--- config.mk ---
export PLATFORM = sky130hd
export DESIGN_NAME = cmcr_config_regs
export DESIGN_NICKNAME = d
export VERILOG_FILES = /design/src/verilog/cmcr_aux_mux.v /design/src/verilog/cmcr_config_regs.v
export VERILOG_INCLUDE_DIRS = /design/src /design/src/verilog
export SDC_FILE = /design/constraint.sdc
export NUM_CORES = 1
export LEC_CHECK = 0
export BUFFER_PORTS_ARGS = -buffer_cell sky130_fd_sc_hd__clkbuf_2
export CAP_MARGIN = 20
export CORE_ASPECT_RATIO = 1.4
export CORE_MARGIN = 2
export CORE_UTILIZATION = 24
export CTS_CLUSTER_SIZE = 20
export DETAILED_ROUTE_END_ITERATION = 6
export HOLD_SLACK_MARGIN = 0.08
export PLACE_DENSITY = 0.42
export SLEW_MARGIN = 20
export SYNTH_ARGS = -nofsm -noshare
export SYNTH_HDL_FRONTEND = slang
export SYNTH_SLANG_ARGS = --single-unit
--- constraint.sdc ---
create_clock -name sys_clk -period 1.9 [get_ports sys_clk]
set_input_delay 0.38 -clock sys_clk [delete_from_list [all_inputs] [get_ports sys_clk]]
set_output_delay 0.38 -clock sys_clk [all_outputs]
set_load 0.02 [all_outputs]
--- src/verilog/cmcr_regs.vh ---
`ifndef CMCR_REGS_VH
`define CMCR_REGS_VH
// Register offsets on the control port.
`define CMCR_ADDR_DEV_CTRL 8'h02
`define CMCR_ADDR_DEV_CFG1 8'h03
`define CMCR_ADDR_DEV_CFG2 8'h04
`define CMCR_ADDR_GLOBAL 8'h05
`define CMCR_ADDR_RATIO0 8'h06
`define CMCR_ADDR_RATIO1 8'h07
`define CMCR_ADDR_RATIO2 8'h08
`define CMCR_ADDR_RATIO3 8'h09
`define CMCR_ADDR_FUNC1 8'h16
`define CMCR_ADDR_FUNC2 8'h17
// Writable bit masks; other bits are reserved and read zero, except the unlock status read in bit 7 of 02h.
`define CMCR_MASK_DEV_CTRL 8'h03
`define CMCR_MASK_DEV_CFG1 8'hE7
`define CMCR_MASK_DEV_CFG2 8'h00
`define CMCR_MASK_GLOBAL 8'h09
`define CMCR_MASK_FUNC1 8'hD8
`define CMCR_MASK_FUNC2 8'h18
// Field positions.
`define CMCR_BIT_UNLOCK 7
`define CMCR_BIT_AUX_DIS 1
`define CMCR_BIT_CLK_DIS 0
`define CMCR_BIT_CFG_EN1 0
`define CMCR_BIT_SRC_LO 1
`define CMCR_BIT_CFG_EN2 0
`define CMCR_BIT_HOLD 3
`define CMCR_BIT_SKIP 7
`define CMCR_BIT_LOCKCFG 6
`define CMCR_BIT_DIV_LO 3
`define CMCR_BIT_UNL_OUT 4
`define CMCR_BIT_FORMAT 3
// Reset value of every register.
`define CMCR_RESET_BYTE 8'h00
// Source select codes.
`define CMCR_SRC_REF 2'h0
`define CMCR_SRC_IN 2'h1
`define CMCR_SRC_OUT 2'h2
`define CMCR_SRC_LOCK 2'h3
`endif
--- src/verilog/cmcr_aux_mux.v ---
`timescale 1ns/100ps
`default_nettype none
`include "cmcr_regs.vh"
module cmcr_aux_mux (
	// Selection
	input wire [1:0] aux_source_select,
	input wire lock_indicator_config,
	input wire aux_disable,
	// Sources
	input wire ref_clk_div,
	input wire freq_ref_sync,
	input wire pll_clk_gated,
	input wire unlocked,
	// Pin
	output reg aux_out,
	output reg aux_oe
);
	always @* begin
		aux_out = 1'b0;
		aux_oe = 1'b1;
		// [RQ1] Source routing.
		case (aux_source_select)
			// [RQ11] Clocks skip lock config.
			`CMCR_SRC_REF: aux_out = ref_clk_div;
			`CMCR_SRC_IN: aux_out = freq_ref_sync;
			`CMCR_SRC_OUT: aux_out = pll_clk_gated;
			default: begin
				// [RQ2] Lock driver style.
				if (lock_indicator_config) begin
					// [RQ10] Open drain indication.
					aux_out = 1'b0;
					aux_oe = unlocked;
				end else begin
					// [RQ9] Push-pull indication.
					aux_out = unlocked;
				end
			end
		endcase
		// The disable bit floats the pin whatever the source.
		if (aux_disable) begin
			aux_oe = 1'b0;
		end
	end
endmodule // cmcr_aux_mux
`default_nettype wire

--- src/verilog/cmcr_config_regs.v ---
// Function
// [RQ1] Aux source select: 00 ref clock, 01 freq input, 10 PLL output, 11 lock.
// [RQ2] Source 11 takes aux polarity and driver from lock indicator config.
// [RQ3] Normal control-port operation only when both enable bits are 1.
// [RQ4] Hold set: writes to 02h-04h are stored, applied after hold clears.
// [RQ5] Hold clear: control and configuration writes apply at once.
// [RQ6] Bytes 06h-09h form 32-bit ratio, most significant byte lowest address.
// [RQ7] Clock-skip bit 1 keeps lock despite missing reference pulses.
// [RQ8] Reference must stay below 80 kHz, gaps under 20 ms, for skipping.
// [RQ9] Lock config 0: push-pull, high when unlocked, low when locked.
// [RQ10] Lock config 1: open drain, low when unlocked, floating when locked.
// [RQ11] Lock config bit ignored when aux pin carries a clock.
// [RQ12] Divider field: 00 by four, 01 by two, 10 by one, 11 reserved.
// [RQ13] Software matches divider choice to reference frequency range.
// [RQ14] Output-on-unlock 0: clock outputs held low while unlocked.
// [RQ15] Output-on-unlock 1: clock outputs always run.
// [RQ16] Read-only status bit: 0 locked, 1 unlocked; drives aux indication.
// [RQ17] Format bit: 0 means 20.12 ratio, 1 means 12.20 ratio.
// [RQ18] Held writes all apply together in one cycle.
// [RQ19] Reserved bits stay zero and read as zero.
`timescale 1ns/100ps
`default_nettype none
`include "cmcr_regs.vh"
module cmcr_config_regs (
	// Clock and reset
	input wire sys_clk,
	input wire resetn,
	input wire clk_en,
	// Control port register access
	input wire [7:0] reg_addr,
	input wire [7:0] reg_wdata,
	input wire reg_write,
	input wire reg_read,
	output reg [7:0] reg_rdata,
	// Analog core status and clocks
	input wire pll_locked,
	input wire timing_reference_clock,
	input wire freq_ref_in,
	input wire pll_clk,
	// Configuration to the synthesizer
	output reg [31:0] user_ratio_value,
	output reg ratio_format_select,
	output reg missing_pulse_tolerance_en,
	output reg [1:0] reference_divider_select,
	output reg [2:0] ratio_modifier_select,
	output reg device_enabled,
	// Clock output pin
	output reg clk_out,
	output reg clk_out_oe,
	// Auxiliary pin
	output wire aux_out,
	output wire aux_oe
);
	// Shadow registers written by software.
	reg [7:0] dev_ctrl_w;
	reg [7:0] dev_cfg1_w;
	reg [7:0] dev_cfg2_w;
	// Registers in effect.
	reg [7:0] dev_ctrl_a;
	reg [7:0] dev_cfg1_a;
	reg [7:0] dev_cfg2_a;
	reg [7:0] global_configuration;
	reg [7:0] ratio_byte [0:3];
	reg [7:0] function_configuration_one;
	reg [7:0] function_configuration_two;
	// Synchronisers.
	reg lock_s1;
	reg lock_s2;
	reg fin_s1;
	reg fin_s2;
	reg ref_s1;
	reg ref_s2;
	reg ref_s3;
	reg pll_s1;
	reg pll_s2;
	reg [1:0] div_cnt;
	reg ref_div;
	wire unlocked;
	wire hold;
	wire [7:0] next_dev_ctrl;
	wire [7:0] next_dev_cfg1;
	wire [7:0] next_dev_cfg2;
	integer i;

	function [7:0] masked;
		input [7:0] value;
		input [7:0] mask;
		begin
			masked = value & mask;
		end
	endfunction

	function hit;
		input [7:0] addr;
		input [7:0] target;
		begin
			hit = reg_write && (addr == target);
		end
	endfunction

	// [RQ16] Unlock status bit.
	assign unlocked = ~lock_s2;
	assign hold = global_configuration[`CMCR_BIT_HOLD];
	// [RQ19] Reserved bits dropped.
	assign next_dev_ctrl = hit(reg_addr, `CMCR_ADDR_DEV_CTRL) ?
		masked(reg_wdata, `CMCR_MASK_DEV_CTRL) : dev_ctrl_w;
	assign next_dev_cfg1 = hit(reg_addr, `CMCR_ADDR_DEV_CFG1) ?
		masked(reg_wdata, `CMCR_MASK_DEV_CFG1) : dev_cfg1_w;
	assign next_dev_cfg2 = hit(reg_addr, `CMCR_ADDR_DEV_CFG2) ?
		masked(reg_wdata, `CMCR_MASK_DEV_CFG2) : dev_cfg2_w;

	// Pins come from other clocks, so each passes two flops first.
	always @(posedge sys_clk or negedge resetn) begin
		if (!resetn) begin
			lock_s1 <= 1'b0;
			lock_s2 <= 1'b0;
			fin_s1 <= 1'b0;
			fin_s2 <= 1'b0;
			ref_s1 <= 1'b0;
			ref_s2 <= 1'b0;
			pll_s1 <= 1'b0;
			pll_s2 <= 1'b0;
		end else if (clk_en) begin
			lock_s1 <= pll_locked;
			lock_s2 <= lock_s1;
			fin_s1 <= freq_ref_in;
			fin_s2 <= fin_s1;
			ref_s1 <= timing_reference_clock;
			ref_s2 <= ref_s1;
			pll_s1 <= pll_clk;
			pll_s2 <= pll_s1;
		end
	end

	always @(posedge sys_clk or negedge resetn) begin
		if (!resetn) begin
			dev_ctrl_w <= `CMCR_RESET_BYTE;
			dev_cfg1_w <= `CMCR_RESET_BYTE;
			dev_cfg2_w <= `CMCR_RESET_BYTE;
			dev_ctrl_a <= `CMCR_RESET_BYTE;
			dev_cfg1_a <= `CMCR_RESET_BYTE;
			dev_cfg2_a <= `CMCR_RESET_BYTE;
			global_configuration <= `CMCR_RESET_BYTE;
			function_configuration_one <= `CMCR_RESET_BYTE;
			function_configuration_two <= `CMCR_RESET_BYTE;
			for (i = 0; i < 4; i = i + 1) begin
				ratio_byte[i] <= `CMCR_RESET_BYTE;
			end
		end else if (clk_en) begin
			dev_ctrl_w <= next_dev_ctrl;
			dev_cfg1_w <= next_dev_cfg1;
			dev_cfg2_w <= next_dev_cfg2;
			// [RQ4] Hold defers 02h-04h.
			if (!hold) begin
				// [RQ5] Immediate effect.
				// [RQ18] Applied as one set.
				dev_ctrl_a <= next_dev_ctrl;
				dev_cfg1_a <= next_dev_cfg1;
				dev_cfg2_a <= next_dev_cfg2;
			end
			if (hit(reg_addr, `CMCR_ADDR_GLOBAL)) begin
				global_configuration <= masked(reg_wdata, `CMCR_MASK_GLOBAL);
			end
			if (hit(reg_addr, `CMCR_ADDR_FUNC1)) begin
				function_configuration_one <= masked(reg_wdata, `CMCR_MASK_FUNC1);
			end
			if (hit(reg_addr, `CMCR_ADDR_FUNC2)) begin
				function_configuration_two <= masked(reg_wdata, `CMCR_MASK_FUNC2);
			end
			for (i = 0; i < 4; i = i + 1) begin
				if (hit(reg_addr, `CMCR_ADDR_RATIO0 + i[7:0])) begin
					ratio_byte[i] <= reg_wdata;
				end
			end
		end
	end

	// Readback shows stored values, so software sees held writes too.
	always @(posedge sys_clk or negedge resetn) begin
		if (!resetn) begin
			reg_rdata <= 8'h00;
		end else if (clk_en && reg_read) begin
			case (reg_addr)
				`CMCR_ADDR_DEV_CTRL: reg_rdata <= {unlocked, dev_ctrl_w[6:0]};
				`CMCR_ADDR_DEV_CFG1: reg_rdata <= dev_cfg1_w;
				`CMCR_ADDR_DEV_CFG2: reg_rdata <= dev_cfg2_w;
				`CMCR_ADDR_GLOBAL: reg_rdata <= global_configuration;
				`CMCR_ADDR_RATIO0: reg_rdata <= ratio_byte[0];
				`CMCR_ADDR_RATIO1: reg_rdata <= ratio_byte[1];
				`CMCR_ADDR_RATIO2: reg_rdata <= ratio_byte[2];
				`CMCR_ADDR_RATIO3: reg_rdata <= ratio_byte[3];
				`CMCR_ADDR_FUNC1: reg_rdata <= function_configuration_one;
				`CMCR_ADDR_FUNC2: reg_rdata <= function_configuration_two;
				default: reg_rdata <= 8'h00;
			endcase
		end
	end

	// [RQ12] Reference divider.
	// Edges of the synchronised reference are counted, so it must stay below half the clock.
	always @(posedge sys_clk or negedge resetn) begin
		if (!resetn) begin
			ref_s3 <= 1'h0;
			div_cnt <= 2'h0;
			ref_div <= 1'h0;
		end else if (clk_en) begin
			ref_s3 <= ref_s2;
			if (ref_s2 && !ref_s3) begin
				div_cnt <= div_cnt + 2'h1;
			end
			case (reference_divider_select)
				2'h0: ref_div <= div_cnt[1];
				2'h1: ref_div <= div_cnt[0];
				default: ref_div <= ref_s2;
			endcase
		end
	end

	// Outputs registered from the applied configuration.
	always @(posedge sys_clk or negedge resetn) begin
		if (!resetn) begin
			user_ratio_value <= 32'h00000000;
			ratio_format_select <= 1'b0;
			missing_pulse_tolerance_en <= 1'b0;
			reference_divider_select <= 2'h0;
			ratio_modifier_select <= 3'h0;
			device_enabled <= 1'b0;
			clk_out <= 1'b0;
			clk_out_oe <= 1'b1;
		end else if (clk_en) begin
			// [RQ6] Big-endian ratio.
			user_ratio_value <= {ratio_byte[0], ratio_byte[1], ratio_byte[2], ratio_byte[3]};
			// [RQ17] Ratio format.
			ratio_format_select <= function_configuration_two[`CMCR_BIT_FORMAT];
			// [RQ7] Clock skip enable.
			missing_pulse_tolerance_en <= function_configuration_one[`CMCR_BIT_SKIP];
			reference_divider_select <=
				function_configuration_one[`CMCR_BIT_DIV_LO +: 2];
			ratio_modifier_select <= dev_cfg1_a[7:5];
			// [RQ3] Both enables required.
			device_enabled <= dev_cfg1_a[`CMCR_BIT_CFG_EN1] &
				global_configuration[`CMCR_BIT_CFG_EN2];
			// [RQ14] Low while unlocked.
			// [RQ15] Always running.
			clk_out <= (unlocked && !function_configuration_two[`CMCR_BIT_UNL_OUT]) ?
				1'b0 : pll_s2;
			clk_out_oe <= ~dev_ctrl_a[`CMCR_BIT_CLK_DIS];
		end
	end

	cmcr_aux_mux u_aux (
		.aux_source_select(dev_cfg1_a[`CMCR_BIT_SRC_LO +: 2]),
		.lock_indicator_config(function_configuration_one[`CMCR_BIT_LOCKCFG]),
		.aux_disable(dev_ctrl_a[`CMCR_BIT_AUX_DIS]),
		.ref_clk_div(ref_div),
		.freq_ref_sync(fin_s2),
		.pll_clk_gated(clk_out),
		.unlocked(unlocked),
		.aux_out(aux_out),
		.aux_oe(aux_oe)
	);
endmodule // cmcr_config_regs
`default_nettype wire

==> run summary <==
Status = completed
Library cells used by synthesis = 48
Post-DR vias/cell = 4.345
Top-count cell post-synth = dfrtp_1
Final Cycle Share = 0.9732
Crit Path Class = reg2out
Seq/Total Area, Yosys = 0.5707
Worst-Margin Slew = 0.4640 ns
Clock root buffer = clkbuf_16
Ant diodes = 0
Setup TNS = 0 ns
Syn avg cell area = 13.39 um2
Initial antenna violation count = 0
CP max stage cell = mux4_2
Fraction of registers with async set/reset = 1.000
Flops & latches, synth = 120
CP Data Arrival Time = 1.47 ns
Net Sw Power = 1.608 mW
Reg2reg start = function_configuration_one[6]$_DFFE_PN0P_
Worst hold path depth = 2
Synth-to-Final Area Change = 32.80%
Peak supply drop = 566.9 uV
DP Area = 6361 um2
Crit start category = register
Post-synthesis cell count = 393
Wire length per cell = 18.23 um
Max Fanout on Critical Path = 2
Pwr dens = 952.7 nW/um2
Post-DP HPWL = 11.14 mm
Slowest stage delay, CP = 0.53 ns
Total wire length = 15.15 mm
CTS Sinks = 120
Min-delay src = pll_locked
First-pass GRT wire length = 23.39 mm
Switching share of total power = 0.2414
Remaining routing DRC violations = 0
Number of global-route vias before repair = 3989
EDFF count, synth = 0
Starting DRT DRC Count = 181
Commonest cells in the netlist = dfrtp_1 (119), mux2_2 (96), mux2i_1 (23)
Cell-internal power = 5.052 mW
Clk_skew = 0.01103 ns
I/O pins = 77
Largest net degree at the start of global routing = 59
Clk_lat worst skew = 0.41 ns
Main synth FF type = dfrtp_1
Routed vias = 3611
Critical Path End Type = output port
Hold Path Class = in2reg
Combinational share of power = 0.092
Post-layout instance count excluding filler cells = 831
Clock tree buffer depth = 2
Initial Util = 0.2426
Final instance area = 6990 um2
H-Tree Level Count = 4
Drt pass-1 iters = 4
Overflow after GRT = 0
Top post-synthesis cells by area = dfrtp_1 (57%), mux2_2 (21%), mux2i_1 (4.4%)
Dpl cells = 796
Syn_nets = 418
Minimum clock period = 1.849 ns
Hold Path Sink = lock_s1$_DFFE_PN0P_
Synth Cell Area = 5264 um2
Fin. Hold Viols = 0
Share of cells above drive strength 1 = 0.5019
Post-synth top area cell = dfrtp_1
Sequential fraction of design power = 0.419
F_max = 540.8 MHz
Register-to-Register Path Depth = 5
Clock Power Share = 0.489
Total GRT Usage = 0.1369
# rows = 64
Synth Warn # = 0
Die Y = 179.2 um
Max-slew headroom = 0.6890
ANT nets after route = 0
Critical path buffers and inverters = 1
Slew Viols, Final = 0
# setup viols final = 0
Clock-pin slew on the worst setup and hold paths = 0.06 ns
Layout Nets = 546
Slack of the worst reg-to-reg path = 0.55 ns
Worst EP required = 1.52 ns
Die W = 129.2 um
CTS tree = yes
CP delay by family, top = multiplexers
I/O Buffers = 76
Core footprint = 21700 um2
CTS Buf Count = 17
Top cell type's share of synthesized area = 0.5657
Leakage = 3.381 nW
Routability cong. = 0.8386
Cells along the critical path = mux4_2 > buf_6
Die area = 23150 um2
RSZ-0062 raised after global routing = no
Worst R2R End = reg_rdata[6]$_DFFE_PN0P_
Max Cap Viol = 0
[power groups by stage]
stage	clock (mW)	combinational [mW]	sequential, mW
after floorplan	0	0.277	2.85
after detailed placement	0	0.607	2.84
final	3.26	0.613	2.79
after global placement	0	0.598	2.84
after CTS	3.34	0.616	2.79
after global routing	3.45	0.672	2.81
[cell type report]
type / instances / area [um2]
inverter: 11 / 41.29
clock inverter: 13 / 155.1
tap: 297 / 371.6
sequential: 120 / 3004
multi-input combinational: 243 / 2131
timing repair buffer: 128 / 844.6
clock buffer: 19 / 442.9
fill: 2192 / 14710
[state kept, by name, summed over array words and instances (netlist names), 2 cells and up]
register and flops:
ratio_byte 32, user_ratio_value 32, dev_cfg1_w 8, reg_rdata 8, dev_cfg1_a 6, function_configuration_one 4, ratio_modifier_select 3, dev_ctrl_a 2
dev_ctrl_w 2, div_cnt 2, function_configuration_two 2, global_configuration 2, reference_divider_select 2
[per-stage QoR]
step / utilization / setup slack, ns / hold slack, ns / total power, mW
floorplan: - / 0.004933 / 0.08441 / 3.127
global placement: 0.2931 / -0.4076 / 0.3165 / 3.434
detailed placement: 0.2931 / -0.2830 / 0.3178 / 3.448
CTS: 0.3218 / -0.0002347 / 0.1828 / 6.752
global route: 0.3221 / 0.008701 / 0.1935 / 6.926
finish: 0.3221 / 0.05095 / 0.2053 / 6.660
[cell families after synthesis]
group,synth area share
AOI/OAI and AO/OA,0.06157
xor gates and xnor gates,0.003328
buffers and inverters,0.02448
DFF,0.5707
muxes,0.2534
and+or+nand+nor,0.08653
[worst max path at each step]
| stage | to | depth (start not counted) | start | slack (ns) |
|---|---|---|---|---|
| 2_1_floorplan | ratio_byte[10]$_DFFE_PN0P_ | 5 | reg_addr[4] | 0.005 |
| 3_3_place_gp | ratio_byte[24]$_DFFE_PN0P_ | 7 | reg_addr[5] | -0.41 |
| 3_5_place_dp | ratio_byte[24]$_DFFE_PN0P_ | 7 | reg_addr[5] | -0.28 |
| 4_1_cts | aux_out | 2 | dev_cfg1_a[1]$_DFFE_PN0P_ | -0.0002 |
| 5_1_grt | aux_out | 2 | dev_cfg1_a[1]$_DFFE_PN0P_ | 0.009 |
| 6_report | aux_out | 2 | dev_cfg1_a[1]$_DFFE_PN0P_ | 0.05 |
[per-layer routing]
| layer | up-vias | routed length, um | track usage |
|---|---|---|---|
| met3 | 17 | 433 | 0.02238 |
| li1 | 1702 | - | - |
| met5 | - | 0 | 0 |
| met1 | 1820 | 6589 | 0.1675 |
| met2 | 72 | 7856 | 0.2360 |
| met4 | 0 | 271 | 0.06024 |
[cells in the final DEF, fill, tap and decap left out, drive strengths merged, types with 2 or more instances in the layout]
master    Yosys  routed
dfrtp       119     119
or3           2       2
o21ai        12      12
inv          11      11
o32ai         4       4
nand2        13      13
nor2b         3       3
or3b          4       4
nor2         14      14
a21oi        18      18
a211oi        2       2
nand3         3       3
bufinv        0       3
nand3b       11      11
mux2i        23      23
clkinv        0       4
o21ba         2       2
nand4b        4       4
clkinvlp      0       6
clkbuf       11      93
nor3          5       5
nor4bb        3       3
mux2         96      96
o22ai         4       4
or4b          2       2
buf           8      53
a221oi        3       3
[worst register-to-register path: stages (launching register included)]
cell and delay [ns]:
dfrtp_1 0.38, buf_4 0.14, mux2i_1 0.22, o32ai_1 0.14
a211oi_1 0.25, o21ai_0 0.11
[repair_timing]
item | CTS | global route
endpoints found under the setup margin | 1 | 1
hold buffers | 1 | 0
hold endpoints to repair | 19 | 0
setup buffers | 2 | 0
gates resized for setup | 0 | 3
(Power assumes the default switching activity.)
